File: src/pkg/mmd_pkg.sv
// Purpose: constants for the processor memory map decoder
// Assumes: processor core presents decoded access requests on one clock
// Notes:   Overview of operation
package mmd_pkg;
  // register offsets in special function space
  localparam logic [7:0]  SFR_PTR_LO0     = 8'h82;
  localparam logic [7:0]  SFR_PTR_HI0     = 8'h83;
  localparam logic [7:0]  SFR_PTR_LO1     = 8'h84;
  localparam logic [7:0]  SFR_PTR_HI1     = 8'h85;
  localparam logic [7:0]  SFR_PTR_SEL     = 8'h92;
  localparam logic [7:0]  SFR_PAGE_HIGH   = 8'hbf;
  localparam logic [7:0]  SFR_STATUS_WORD = 8'hd0;
  // reset values
  localparam logic [7:0]  RST_BYTE        = 8'h00;
  localparam logic [15:0] RST_FETCH_ADDR  = 16'h0000;
  // field positions
  localparam int          PTR_SEL_BIT     = 0;
  localparam int          BANK_LO_BIT     = 3;
  // program vectors
  localparam logic [15:0] VEC_BASE        = 16'h0003;
  localparam int          VEC_SHIFT       = 3;
  // external data ranges
  localparam logic [15:0] SHARED_LO       = 16'h0000;
  localparam logic [15:0] SHARED_HI       = 16'h13ff;
  localparam logic [15:0] CFG_LO          = 16'h2000;
  localparam logic [15:0] CFG_HI          = 16'h27ff;
  localparam logic [15:0] BAT_LO          = 16'h2800;
  localparam logic [15:0] BAT_HI          = 16'h287f;
  localparam logic [15:0] CONV_SPAN       = 16'h0040;
  // internal space, and converter divider off value
  localparam logic [7:0]  IRAM_UPPER      = 8'h80;
  localparam logic [7:0]  BIT_AREA_LO     = 8'h20;
  localparam logic [7:0]  BIT_AREA_HI     = 8'h2f;
  localparam logic [3:0]  DIV_OFF         = 4'h0;
  // external target select
  typedef enum logic [1:0] {MMD_TGT_NONE, MMD_TGT_SHARED, MMD_TGT_CFG, MMD_TGT_BAT} mmd_tgt_e;
endpackage
File: src/logic/mmd_decode.sv
// Purpose: memory map decode, pointer and page logic for the processor
// Assumes: one request at a time from the core, same clock, one-cycle strobes
// Notes:   all outputs registered, so answers follow requests by one cycle
`timescale 1ns/1ns
module mmd_decode #(
  parameter int VEC_COUNT = 16
)(
  // clock and reset
  input  wire logic        i_mclk,
  input  wire logic        i_rst_n,
  // program space request
  input  wire logic        i_prog_req,
  input  wire logic        i_prog_is_table,
  input  wire logic        i_prog_from_xdata,
  input  wire logic [15:0] i_prog_addr,
  input  wire logic        i_start,
  input  wire logic [3:0]  i_vec_num,
  // special function register writes
  input  wire logic        i_sfr_we,
  input  wire logic [7:0]  i_sfr_addr,
  input  wire logic [7:0]  i_sfr_wdata,
  // pointer increment from the core
  input  wire logic        i_ptr_inc,
  // external data request
  input  wire logic        i_xd_req,
  input  wire logic        i_xd_we,
  input  wire logic        i_xd_paged,
  input  wire logic [7:0]  i_xd_ri,
  input  wire logic [7:0]  i_xd_wdata,
  // internal data request
  input  wire logic        i_id_req,
  input  wire logic        i_id_indirect,
  input  wire logic [7:0]  i_id_addr,
  input  wire logic [2:0]  i_id_reg_num,
  input  wire logic        i_id_use_reg,
  // converter side
  input  wire logic [3:0]  i_mux_divider,
  input  wire logic        i_conv_req,
  input  wire logic [5:0]  i_conv_addr,
  // program space answer
  output logic             o_prog_rd,
  output logic [15:0]      o_prog_addr,
  output logic             o_prog_refused,
  // external data answer
  output logic             o_xd_stb,
  output logic             o_xd_we,
  output logic [15:0]      o_xd_addr,
  output logic [7:0]       o_xd_wdata,
  output logic [1:0]       o_xd_target,
  // converter write strobe
  output logic             o_conv_we,
  output logic [15:0]      o_conv_addr,
  // internal data answer
  output logic             o_id_stb,
  output logic [7:0]       o_id_addr,
  output logic             o_id_is_sfr,
  output logic             o_id_bit_ok,
  // register state
  output logic [7:0]       o_pointer_select,
  output logic [7:0]       o_page_high_byte,
  output logic [7:0]       o_program_status_word,
  output logic [15:0]      o_primary_pointer,
  output logic [15:0]      o_secondary_pointer
);

  initial
  begin
    if (VEC_COUNT < 1 || VEC_COUNT > 16)
      $error("VEC_COUNT out of range");
  end

  logic [7:0]  pointer_select_r;
  logic [7:0]  page_high_byte_r;
  logic [7:0]  program_status_word_r;
  logic [15:0] primary_pointer_r;
  logic [15:0] secondary_pointer_r;
  logic [15:0] sel_ptr;
  logic [15:0] xd_addr_nxt;
  logic [7:0]  id_addr_nxt;
  logic        pending_start_r;

  // classify an external address into its target
  function automatic logic [1:0] xd_target(input logic [15:0] a);
    if (a <= mmd_pkg::SHARED_HI)
      xd_target = 2'(mmd_pkg::MMD_TGT_SHARED);
    else if (a >= mmd_pkg::CFG_LO && a <= mmd_pkg::CFG_HI)
      xd_target = 2'(mmd_pkg::MMD_TGT_CFG);
    else if (a >= mmd_pkg::BAT_LO && a <= mmd_pkg::BAT_HI)
      xd_target = 2'(mmd_pkg::MMD_TGT_BAT);
    else
      xd_target = 2'(mmd_pkg::MMD_TGT_NONE);
  endfunction

  // currently selected pointer
  assign sel_ptr = pointer_select_r[mmd_pkg::PTR_SEL_BIT] ? secondary_pointer_r
                                                           : primary_pointer_r;

  // external address: paged from register plus page byte, else pointer
  assign xd_addr_nxt = i_xd_paged ? {page_high_byte_r, i_xd_ri}
                                  : sel_ptr;

  // working register slot from active bank, else supplied address
  assign id_addr_nxt = i_id_use_reg
    ? {3'h0, program_status_word_r[mmd_pkg::BANK_LO_BIT +: 2], i_id_reg_num}
    : i_id_addr;

  // special function registers; select writes touch no pointer
  always_ff @(posedge i_mclk or negedge i_rst_n)
  begin
    if (!i_rst_n)
    begin
      pointer_select_r      <= mmd_pkg::RST_BYTE;
      page_high_byte_r      <= mmd_pkg::RST_BYTE;
      program_status_word_r <= mmd_pkg::RST_BYTE;
    end
    else if (i_sfr_we)
    begin
      if (i_sfr_addr == mmd_pkg::SFR_PTR_SEL)
        pointer_select_r <= i_sfr_wdata;
      if (i_sfr_addr == mmd_pkg::SFR_PAGE_HIGH)
        page_high_byte_r <= i_sfr_wdata;
      if (i_sfr_addr == mmd_pkg::SFR_STATUS_WORD)
        program_status_word_r <= i_sfr_wdata;
    end
  end

  // pointer bytes; increments act on the selected pointer only
  always_ff @(posedge i_mclk or negedge i_rst_n)
  begin
    if (!i_rst_n)
    begin
      primary_pointer_r   <= {mmd_pkg::RST_BYTE, mmd_pkg::RST_BYTE};
      secondary_pointer_r <= {mmd_pkg::RST_BYTE, mmd_pkg::RST_BYTE};
    end
    else if (i_sfr_we)
    begin
      if (i_sfr_addr == mmd_pkg::SFR_PTR_LO0)
        primary_pointer_r[7:0] <= i_sfr_wdata;
      if (i_sfr_addr == mmd_pkg::SFR_PTR_HI0)
        primary_pointer_r[15:8] <= i_sfr_wdata;
      if (i_sfr_addr == mmd_pkg::SFR_PTR_LO1)
        secondary_pointer_r[7:0] <= i_sfr_wdata;
      if (i_sfr_addr == mmd_pkg::SFR_PTR_HI1)
        secondary_pointer_r[15:8] <= i_sfr_wdata;
    end
    else if (i_ptr_inc)
    begin
      if (pointer_select_r[mmd_pkg::PTR_SEL_BIT])
        secondary_pointer_r <= secondary_pointer_r + 16'h0001;
      else
        primary_pointer_r <= primary_pointer_r + 16'h0001;
    end
  end

  // first program request after reset release forced to zero, fetch or table read alike; a start or refused request first clears this
  always_ff @(posedge i_mclk or negedge i_rst_n)
  begin
    if (!i_rst_n)
      pending_start_r <= 1'b1;
    else if (i_prog_req || i_start)
      pending_start_r <= 1'b0;
  end

  // program reads: fetches and table reads only, vectors computed here
  always_ff @(posedge i_mclk or negedge i_rst_n)
  begin
    if (!i_rst_n)
    begin
      o_prog_rd      <= 1'b0;
      o_prog_addr    <= mmd_pkg::RST_FETCH_ADDR;
      o_prog_refused <= 1'b0;
    end
    else
    begin
      o_prog_rd      <= 1'b0;
      o_prog_refused <= 1'b0;
      if (i_prog_req && i_prog_from_xdata)
        o_prog_refused <= 1'b1;
      else if (i_start && 32'(i_vec_num) < VEC_COUNT)
      begin
        o_prog_rd   <= 1'b1;
        o_prog_addr <= mmd_pkg::VEC_BASE + (16'(i_vec_num) << mmd_pkg::VEC_SHIFT);
      end
      else if (i_prog_req)
      begin
        o_prog_rd   <= 1'b1;
        o_prog_addr <= pending_start_r ? mmd_pkg::RST_FETCH_ADDR
                                       : i_prog_addr;
      end
    end
  end

  // external data strobe; unmapped targets get no strobe effect downstream
  always_ff @(posedge i_mclk or negedge i_rst_n)
  begin
    if (!i_rst_n)
    begin
      o_xd_stb    <= 1'b0;
      o_xd_we     <= 1'b0;
      o_xd_addr   <= 16'h0000;
      o_xd_wdata  <= 8'h00;
      o_xd_target <= 2'(mmd_pkg::MMD_TGT_NONE);
    end
    else
    begin
      o_xd_stb    <= i_xd_req && (xd_target(xd_addr_nxt) != 2'(mmd_pkg::MMD_TGT_NONE));
      o_xd_we     <= i_xd_req && i_xd_we;
      o_xd_addr   <= xd_addr_nxt;
      o_xd_wdata  <= i_xd_wdata;
      o_xd_target <= xd_target(xd_addr_nxt);
    end
  end

  // converter writes into the low shared bytes while divider nonzero
  always_ff @(posedge i_mclk or negedge i_rst_n)
  begin
    if (!i_rst_n)
    begin
      o_conv_we   <= 1'b0;
      o_conv_addr <= mmd_pkg::SHARED_LO;
    end
    else
    begin
      o_conv_we   <= i_conv_req && (i_mux_divider != mmd_pkg::DIV_OFF);
      o_conv_addr <= mmd_pkg::SHARED_LO + {10'h000, i_conv_addr};
    end
  end

  // internal data: direct upper half goes to registers, indirect to RAM
  always_ff @(posedge i_mclk or negedge i_rst_n)
  begin
    if (!i_rst_n)
    begin
      o_id_stb    <= 1'b0;
      o_id_addr   <= 8'h00;
      o_id_is_sfr <= 1'b0;
      o_id_bit_ok <= 1'b0;
    end
    else
    begin
      o_id_stb    <= i_id_req;
      o_id_addr   <= id_addr_nxt;
      o_id_is_sfr <= !i_id_indirect && id_addr_nxt >= mmd_pkg::IRAM_UPPER;
      o_id_bit_ok <= id_addr_nxt >= mmd_pkg::BIT_AREA_LO
                  && id_addr_nxt <= mmd_pkg::BIT_AREA_HI;
    end
  end

  assign o_pointer_select      = pointer_select_r;
  assign o_page_high_byte      = page_high_byte_r;
  assign o_program_status_word = program_status_word_r;
  assign o_primary_pointer     = primary_pointer_r;
  assign o_secondary_pointer   = secondary_pointer_r;

  // assertions
  a_conv_gate_off: assert property (@(posedge i_mclk) disable iff (!i_rst_n)
    $past(i_mux_divider) == 4'h0 |-> !o_conv_we)
    else $error("converter wrote with divider off");
  a_conv_span: assert property (@(posedge i_mclk) disable iff (!i_rst_n)
    o_conv_we |-> o_conv_addr < mmd_pkg::CONV_SPAN)
    else $error("converter address outside low span");
  a_page_addr: assert property (@(posedge i_mclk) disable iff (!i_rst_n)
    i_xd_req && i_xd_paged |=> o_xd_addr == {$past(page_high_byte_r), $past(i_xd_ri)})
    else $error("paged address wrong");
  a_ptr_addr: assert property (@(posedge i_mclk) disable iff (!i_rst_n)
    i_xd_req && !i_xd_paged && pointer_select_r[0] |=> o_xd_addr == $past(secondary_pointer_r))
    else $error("pointer address wrong");
  a_sel_keeps: assert property (@(posedge i_mclk) disable iff (!i_rst_n)
    i_sfr_we && i_sfr_addr == mmd_pkg::SFR_PTR_SEL |=> $stable(primary_pointer_r)
      && $stable(secondary_pointer_r))
    else $error("select write changed a pointer");
  a_unmapped_none: assert property (@(posedge i_mclk) disable iff (!i_rst_n)
    o_xd_target == 2'(mmd_pkg::MMD_TGT_NONE) |-> !o_xd_stb)
    else $error("unmapped access strobed");
  a_sfr_direct: assert property (@(posedge i_mclk) disable iff (!i_rst_n)
    i_id_req && i_id_indirect |=> !o_id_is_sfr)
    else $error("indirect access reached registers");
  a_xdata_no_prog: assert property (@(posedge i_mclk) disable iff (!i_rst_n)
    i_prog_req && i_prog_from_xdata |=> o_prog_refused && !o_prog_rd)
    else $error("program read for external data");
  a_vector_addr: assert property (@(posedge i_mclk) disable iff (!i_rst_n)
    i_start && !(i_prog_req && i_prog_from_xdata) && i_vec_num == 4'h1
      |=> o_prog_addr == 16'h000b)
    else $error("vector address wrong");
  a_bank_slot: assert property (@(posedge i_mclk) disable iff (!i_rst_n)
    i_id_req && i_id_use_reg |=> o_id_addr < 8'h20)
    else $error("register slot outside banks");

endmodule

File: config.mk
export PLATFORM = sky130hd
export DESIGN_NAME = mmd_decode
export DESIGN_NICKNAME = d
export VERILOG_FILES = /design/src/pkg/mmd_pkg.sv /design/src/logic/mmd_decode.sv
export SDC_FILE = /design/constraint.sdc
export NUM_CORES = 1
export LEC_CHECK = 0
export ABC_CLOCK_PERIOD_IN_PS = 2800
export BUFFER_PORTS_ARGS = -buffer_cell sky130_fd_sc_hd__buf_2
export CAP_MARGIN = 10
export CORE_ASPECT_RATIO = 0.5
export CORE_MARGIN = 2
export CORE_UTILIZATION = 30
export CTS_BUF_LIST = sky130_fd_sc_hd__clkbuf_8
export DETAILED_ROUTE_END_ITERATION = 10
export GPL_TIMING_DRIVEN = 0
export PLACE_DENSITY_LB_ADDON = 0.1
export SETUP_SLACK_MARGIN = 0.1
export SLEW_MARGIN = 20
export SYNTH_ARGS = -nofsm -noshare
export SYNTH_HDL_FRONTEND = slang
export SYNTH_SLANG_ARGS = --single-unit
File: constraint.sdc
create_clock -name i_mclk -period 2.8 [get_ports i_mclk]
set_clock_uncertainty 0.2 [all_clocks]
set_input_delay 0.84 -clock i_mclk [delete_from_list [all_inputs] [get_ports i_mclk]]
set_output_delay 0.84 -clock i_mclk [all_outputs]
set_load 0.01 [all_outputs]
== After elaboration in Yosys (flattened, before gate mapping) ==
Index checks and enable logic that the tools add are counted.
W data, S select, Z words.
Cells by class
  $add $sub $neg: 3
  multipliers: 0
  divide/modulo/power cells: 0
  magnitude comparators: 8
  equality and inequality tests: 12
  shift operators: 0
  multiplexer cells: 23
  bitwise operators: 1
  reduce and logical (&&, ||, !) cells: 23
Operator list (number)
  $mux W16: 11
  $eq A8 B8 Y1 const B: 7
  $mux W8: 5
  $add A16 B1 Y16 const B: 2
  $ge A16 B14 Y1 const B: 2
  $le A16 B14 Y1 const B: 2
  $le A16 B13 Y1 const B: 1
  $reduce_and A3 Y1: 4
  $add A2 B7 Y8 const A: 1
  $ge A8 B6 Y1 const B: 1
  $ge A8 B8 Y1 const B: 1
  $le A8 B6 Y1 const B: 1
  $logic_and A1 B1 Y1: 8
  $ne A2 B1 Y1 const B: 4
  $reduce_and A2 Y1: 4
  $reduce_bool A2 Y1: 4
  $mux W2: 3
  $mux W1: 4
  $reduce_bool A4 Y1: 1
  $ne A2 B2 Y1 const B: 1
  $logic_not A1 Y1: 1
  $logic_or A1 B1 Y1: 1
  $not A1 Y1: 1
Word-level totals
  register bits: 121
  bits in latches: 0
  RAM bits: 0
  ROM bits: 0
  output and inout port bits: 130
  logic and storage cells: 92
  memories kept: 0

== Logic depth before layout (Yosys ltp) ==
Gate-level depths: netlist of the first run.
  word-level depth: 9
  mapped depth: 8

== Worst setup path before layout of the first run ==
Ideal clock, no wire load.
  path kind: input -> register
  start: in i_sfr_addr[1]
  end: reg primary_pointer_r[12], in the netlist o_primary_pointer[12]
  library setup time: 123 ps
  data arrival time: 1963 ps
  required time: 2477 ps
  setup slack: 514 ps
  cell stages on the path: 7
  path through: and4b_1 > clkbuf_1 > and4b_1 > buf_4 > nor2_2 > inv_1 > o221a_2
Between the ends
  cells in the longest elaborated chain, start to end: 3
Ends and longest elaborated chain
  from (decl): line mmd_decode.sv:20  | input wire logic [7:0] i_sfr_addr,
  $eq A8 B8 Y1: line mmd_decode.sv:139  | if (i_sfr_addr == mmd_pkg::SFR_PTR_HI0)
  $ne A2 B1 Y1 (no line)
  $reduce_and A3 Y1 (no line)
  to (signal assigned): line mmd_decode.sv:132  | primary_pointer_r <= {mmd_pkg::RST_BYTE, mmd_pkg::RST_BYTE};
  to (signal assigned): line mmd_decode.sv:140  | primary_pointer_r[15:8] <= i_sfr_wdata;
  to (signal assigned): line mmd_decode.sv:151  | primary_pointer_r <= primary_pointer_r + 16'h0001;
  to (decl): line mmd_decode.sv:75  | logic [15:0] primary_pointer_r;
Every way passes these cells.
A chain may end at the register's enable or synchronous reset.

== Worst setup path after layout of the first run ==
  start: in i_sfr_addr[3]
  end: reg secondary_pointer_r[2], in the netlist o_secondary_pointer[2]
Between the ends
  cells in the longest elaborated chain, start to end: 3
Ends and longest elaborated chain
  $eq A8 B8 Y1: line mmd_decode.sv:141  | if (i_sfr_addr == mmd_pkg::SFR_PTR_LO1)
  $ne A2 B1 Y1 (no line)
  $reduce_and A3 Y1 (no line)
  to (signal assigned): line mmd_decode.sv:133  | secondary_pointer_r <= {mmd_pkg::RST_BYTE, mmd_pkg::RST_BYTE};
  to (signal assigned): line mmd_decode.sv:142  | secondary_pointer_r[7:0] <= i_sfr_wdata;
  to (signal assigned): line mmd_decode.sv:149  | secondary_pointer_r <= secondary_pointer_r + 16'h0001;
  to (decl): line mmd_decode.sv:76  | logic [15:0] secondary_pointer_r;
Every way passes these cells.

==> out/qor.yml, run 1 <==
power:
  p_seq_frac: 0.462
  p_comb_frac: 0.182
  power_mw: 4.61
  peakVddDrop_v: 0.000275
  p_int_mw: 3.19
  power.share.clock: 0.356
  powerDensity_mw_per_mm2: 639
  power.leakage_nw: 3.69
  p_sw_mw: 1.42
  swShare: 0.308
yosys:
  yosys.area.top_type: "dfrtp_1"
  ys_types: 53
  ys_seq_area_frac: 0.558
  synth_seq_cells: 121
  synth_area_leaders: "dfrtp_1 55%, mux2_2 5.4%, nand2_1 4.2%"
  yosysTopAreaCellShare: 0.553
  yosysWarnings: 0
  synth_cells: 510
  synth-edff-count: 0
  avgSynthCellArea_sq_um: 10.6
  async_flop_share: 1.00
  netlist_top_cells_count: "120 x dfrtp_1, 61 x nand2_1, 40 x o21ai_0"
  synth_ff_type: "dfrtp_1"
  synth_area_sq_mm: 0.00543
  synth_most_common_cell: "dfrtp_1"
global_routing:
  grt_usage: 0.184
  grt_pass1_vias: 4683
  grt.overflow.total: 0
  grt_first_pass_wirelength_microns: 27200
  grt_max_degree: 96
  antenna_found_initial: 4
route:
  vias_per_cell: 4.91
  drcViolationCount: 0
  wl_per_cell_microns: 17.7
  wirelength_microns: 17500
  ant_nets: 0
  first_pass_iters: 5
  vias: 4861
  drt-initial-drc-count: 186
critical_path:
  cpPeakStageDelay_ns: 0.45
  cp_data_required_time_ns: 2.91
  crit_buf_inv: 1
  criticalPathCategory: "in -> reg"
  path_max_fanout: 7
  start_kind: "primary input"
  critPathArrivalTime_ns: 2.42
  crit_path_end_kind: "flop"
  crit_path_top_delay_cell: "nor3_1"
  critPathTopFamily: "compound AO/OA/AOI/OAI gates"
  crit_path_cell_trace: "buf_2 > nor3_1 > nand3_1 > o21ai_1 > o21ai_0 > a22o_1"
sta:
  finalMaxSlewViolations: 0
  hold_viol: 0
  final-setup-viol-count: 0
  worst_slew_pin_slew_ns: 0.658
  rsz0062_at_grt: "no"
  timing.final.crit_share: 0.824
  min_period_ns: 2.31
  slew_headroom: 0.561
  holdWs_ns: 0.0538
  fmax_mhz: 433
clock_network:
  ctsHoldBuffers: 0
  numCtsBuffers: 17
  cts_setup_buffers: 0
  clkLatencyLatePin_ns: 0.43
  ctsResizeCount: 0
  clock-sinks: 121
  htreeDepth: 4
  ctsRootBufferMaster: "clkbuf_8"
  clkTransAtPathRegs_ns: 0.07
  cts_tree: "yes"
  clockBufferDepth: 2
outcome:
  outcome: "finished clean"
flow_run:
  maxCapViolCount: 0
floorplan:
  fp.coreArea_sq_mm: 0.0175
  die_x_microns: 194
  die_h_microns: 99.1
  fp.dieArea_sq_mm: 0.0193
  initial_utilization: 0.310
  ios: 218
  num_rows: 34
cells_and_area:
  fin_nets: 833
  multi_input_area_sq_mm: 0.00219
  syn_to_final_growth_pct: 33.0
  fillCellCount: 1811
  utilization: 0.412
  drive_gt1_frac: 0.389
  seqCellArea_sq_mm: 0.00303
hold_path:
  min_path_type: "in -> async"
place:
  gp_congestion: 0.819
  portBuffers: 204
  post-dp-hpwl_microns: 12700
## cells in the final DEF, fill, tap and decap left out, drive strengths merged, types with 7 or more instances in the layout
cell	n
a21oi	23
mux2	26
o22ai	7
conb	10
dfrtp	120
and3	9
o21ai	43
nor2	31
a22o	9
buf	227
nand4	10
nand2	61
mux2i	22
nand3	25
inv	18
clkbuf	31
## power groups by stage
stage	clock network, mW	logic, mW	registers (mW)
2_1_floorplan	0	0.354	2.19
3_3_place_gp	0	0.833	2.17
5_1_grt	1.78	0.934	2.16
3_5_place_dp	0	0.847	2.17
4_1_cts	1.70	0.850	2.14
6_report	1.64	0.839	2.13
## cells by family (layout without fill, tap and decap cells)
logic type	count (synthesis)	count (layout)	share of synthesized area
flip-flops	121	121	0.558
AND/OR/NAND/NOR	168	168	0.153
other	1	11	0.000691
adder cells (fa/ha/maj)	2	2	0.00461
multiplexers	48	48	0.0945
buffers and inverters	49	286	0.0456
AO/OA/AOI/OAI	121	121	0.144
## state kept, by name (all words and copies together) (netlist names), 2 cells and up
signal                 cells
o_prog_addr               16
o_conv_addr                6
o_program_status_word      8
o_page_high_byte           8
o_pointer_select           8
o_xd_addr                 16
o_xd_target                2
o_secondary_pointer       16
o_xd_wdata                 8
o_id_addr                  8
o_primary_pointer         16
## per-layer routing
metal,routed length [microns],global-route usage,share of wire,vias up
met3,1200,0.0488,0.068,18
met2,7880,0.279,0.45,173
met4,150,0.0385,0.0085,4
met1,8290,0.265,0.47,2376
met5,27,0,0.0015,-
li1,-,-,-,2290
## cell type report
cell class,count,share of cell area
repair buffers,205,0.147
flip-flops and latches,121,0.419
inverters,14,0.00728
clock buffers,18,0.0343
plain buffers,35,0.0270
diodes,1,0.000346
multi-input cells,349,0.303
well taps,234,0.0405
clock inverters,14,0.0218
## worst paths after layout
kind,slack (ns),depth (start not counted),to,start
worst max-delay path,0.49,6,o_secondary_pointer[2]$_DFFE_PN0P_,i_sfr_addr[3]
worst min-delay path,0.05,1,o_secondary_pointer[9]$_DFFE_PN0P_,i_rst_n
worst max register to register,0.52,6,o_primary_pointer[0]$_DFFE_PN0P_,o_pointer_select[0]$_DFFE_PN0P_
worst min register to register,0.27,2,o_prog_addr[11]$_DFFE_PN0P_,o_prog_addr[11]$_DFFE_PN0P_
max in group asynchronous,1.56,2,o_page_high_byte[0]$_DFFE_PN0P_,i_rst_n
min in group i_mclk,0.27,2,o_prog_addr[11]$_DFFE_PN0P_,o_prog_addr[11]$_DFFE_PN0P_
## per-stage QoR
| stage | setup slack [ns] | instance area (sq um) | setup TNS (ns) | instances |
|---|---|---|---|---|
| after floorplan | 0.514 | 5460 | 0 | 519 |
| after global placement | -0.998 | 6780 | -118.11 | 957 |
| after detailed placement | 0.0156 | 6820 | 0 | 958 |
| after CTS | 0.486 | 7220 | 0 | 990 |
| after global routing | 0.298 | 7220 | 0 | 990 |
| final | 0.493 | 7220 | 0 | 991 |
No activity file was read; power rests on OpenSTA's default activity.
==> run 2, diff against run 1 <==
--- a/config.mk
+++ b/config.mk
@@ -5,7 +5,7 @@
 export SDC_FILE = /design/constraint.sdc
 export NUM_CORES = 1
 export LEC_CHECK = 0
-export ABC_CLOCK_PERIOD_IN_PS = 2800
+export ABC_CLOCK_PERIOD_IN_PS = 2000
 export BUFFER_PORTS_ARGS = -buffer_cell sky130_fd_sc_hd__buf_2
 export CAP_MARGIN = 10
 export CORE_ASPECT_RATIO = 0.5
==> constraint.sdc (replaced) <==
create_clock -name i_mclk -period 2 [get_ports i_mclk]
set_clock_uncertainty 0.2 [all_clocks]
set_input_delay 0.6 -clock i_mclk [delete_from_list [all_inputs] [get_ports i_mclk]]
set_output_delay 0.6 -clock i_mclk [all_outputs]
set_load 0.01 [all_outputs]
==> out/qor.yml, run 2 (synthesis gave the netlist of run 1 again) <==
outcome:
  outcome: "finished, violations left"
  violations: "negative setup slack"
power:
  p_sw_mw: 2.14  # +50%
  powerDensity_mw_per_mm2: 890  # +39%
  swShare: 0.305  # -0.00372
  power.share.clock: 0.361  # +0.005
  p_seq_frac: 0.421  # -0.041
  p_comb_frac: 0.218  # +0.036
  p_int_mw: 4.88  # +53%
  power.leakage_nw: 3.97  # +7.4%
  peakVddDrop_v: 0.000397  # +44%
route:
  first_pass_iters: 5  # unchanged
  wl_per_cell_microns: 17.7  # about the same
  vias: 5000  # +2.9%
  ant_nets: 0  # unchanged
  drcViolationCount: 0  # unchanged
  drt-initial-drc-count: 284  # +53%
  vias_per_cell: 4.85  # -1.1%
  wirelength_microns: 18300  # +4.1%
floorplan:
  initial_utilization: 0.310  # unchanged
  die_h_microns: 99.1  # unchanged
  ios: 218  # unchanged
  num_rows: 34  # unchanged
  fp.dieArea_sq_mm: 0.0193  # unchanged
  fp.coreArea_sq_mm: 0.0175  # unchanged
  die_x_microns: 194  # unchanged
cells_and_area:
  drive_gt1_frac: 0.497  # +0.108
  stdcell_count: 1031  # +4.0%
  final_area_sq_mm: 0.00790  # +9.3%
  final_cell_mix: "200 x buf_2, 93 x dfrtp_1, 60 x nand2_1"
  fin_nets: 872  # +4.7%
  layout_commonest_cell: "buf_2"
  syn_to_final_growth_pct: 45.4
  fillCellCount: 1739  # -4.0%
critical_path:
  cpPeakStageDelay_ns: 0.54  # +0.09 ns
  crit_path_cell_trace: "buf_12 > mux2i_4 > o21ai_2 > or4_4 > a21oi_4 > o21a_1"
  path_max_fanout: 10  # +3
  crit_path_end_kind: "flop"
  cp_data_required_time_ns: 2.18  # -0.73 ns
  start_kind: "flop"
  critPathArrivalTime_ns: 2.20  # -0.22 ns
  criticalPathCategory: "reg -> reg"
  crit_path_top_delay_cell: "or4_4"
place:
  placed_cells_incl_taps: 958  # unchanged
  post-dp-hpwl_microns: 12700  # -0.27%
  placed_area_sq_mm: 0.00686  # +0.70%
  gp_congestion: 0.809  # -1.2%
  portBuffers: 204  # unchanged
clock_network:
  cts_tree: "yes"
  clkTransAtPathRegs_ns: 0.08  # about the same
  ctsRootBufferMaster: "clkbuf_8"
  htreeDepth: 4  # unchanged
  clkLatencyLatePin_ns: 0.43  # about the same
  numCtsBuffers: 17  # unchanged
  clock-sinks: 121  # unchanged
  clockBufferDepth: 2  # unchanged
global_routing:
  grt_pass1_vias: 4827  # +3.1%
  grt.overflow.total: 0  # unchanged
  grt_usage: 0.188  # +0.00431
  grt_max_degree: 95  # -1.0%
  antenna_found_initial: 2  # -2
  grt_first_pass_wirelength_microns: 27900  # +2.6%
sta:
  slew_headroom: 0.636  # +0.0745
  final.setup.worst_slack_ns: -0.0222  # -0.515 ns
  hold_viol: 0  # unchanged
  timing.final.crit_share: 1.01
  fmax_mhz: 495
  min_period_ns: 2.02
  holdWs_ns: 0.0629  # +0.00913 ns
  worst_slew_pin_slew_ns: 0.545  # -0.113 ns
  finalMaxSlewViolations: 0  # unchanged
  final-setup-viol-count: 1  # +1
  rsz0062_at_grt: "yes"
flow_run:
  maxCapViolCount: 0  # unchanged
hold_path:
  min_path_type: "in -> reg"
[run 2: power groups by stage]
| stage | registers, mW | logic (mW) | clock network, mW |
|---|---|---|---|
| finish | 2.96 | 1.53 | 2.54 |
| global placement | 3.02 | 1.19 | 0 |
| detailed placement | 3.02 | 1.21 | 0 |
| CTS | 2.97 | 1.37 | 2.62 |
| floorplan | 3.07 | 0.509 | 0 |
| global route | 3.00 | 1.67 | 2.71 |
[run 2: timing repair]
action,in CTS,in global routing
hold endpoints to repair,27,0
setup buffers,13,25
pin swaps,5,15
gates resized for setup,55,50
endpoints found under the setup margin,53,58
hold buffers,1,0
[run 2: metal layers]
metal  up-vias  global-route usage  wire [microns]
li1       2376                   -               -
met1      2425               0.259            8620
met2       177               0.296            8280
met3        20              0.0498            1160
met4         2              0.0495             201
met5         -                   0              11
[run 2: worst paths after layout]
check / start / slack, ns / to / depth (start not counted)
max reg2reg: o_pointer_select[0]$_DFFE_PN0P_ / -0.02 / o_xd_stb$_DFF_PN0_ / 6
min: i_xd_wdata[0] / 0.06 / o_xd_wdata[0]$_DFF_PN0_ / 1
max: o_pointer_select[0]$_DFFE_PN0P_ / -0.02 / o_xd_stb$_DFF_PN0_ / 6
min reg2reg: o_prog_addr[15]$_DFFE_PN0P_ / 0.26 / o_prog_addr[15]$_DFFE_PN0P_ / 2
max in group asynchronous: i_rst_n / 0.42 / o_pointer_select[0]$_DFFE_PN0P_ / 3
min in group asynchronous: i_rst_n / 0.41 / o_secondary_pointer[7]$_DFFE_PN0P_ / 2
[run 2: stage by stage]
step | TNS, ns | setup WS [ns] | power [mW] | util
floorplan | 0 | 0.0146 | 3.58 | -
global placement | -213.74 | -1.81 | 4.21 | 0.389
detailed placement | -21.64 | -0.495 | 4.23 | 0.392
CTS | -0.00885 | -0.00885 | 6.96 | 0.433
global route | -0.0776 | -0.0650 | 7.38 | 0.450
finish | -0.0222 | -0.0222 | 7.02 | 0.450
[run 2: worst max-delay path, delay by kind of cell (launching register included)]
family,cells,cell delay [ns]
simple gates,1,0.54
flops,1,0.42
compound gates,3,0.36
mux,1,0.27
buf+inv,1,0.16
[run 2: area by class of cell]
cell class,instances,area [sq um],area share
Buffer,35,268,0.0339
Multi-Input combinational cell,349,2370,0.300
Antenna cell,2,5.00,0.000634
Timing Repair Buffer,244,1390,0.177
Clock inverter,13,193,0.0244
Inverter,14,52.6,0.00666
Clock buffer,19,262,0.0331
Sequential cell,121,3060,0.388
Tap cell,234,293,0.0371
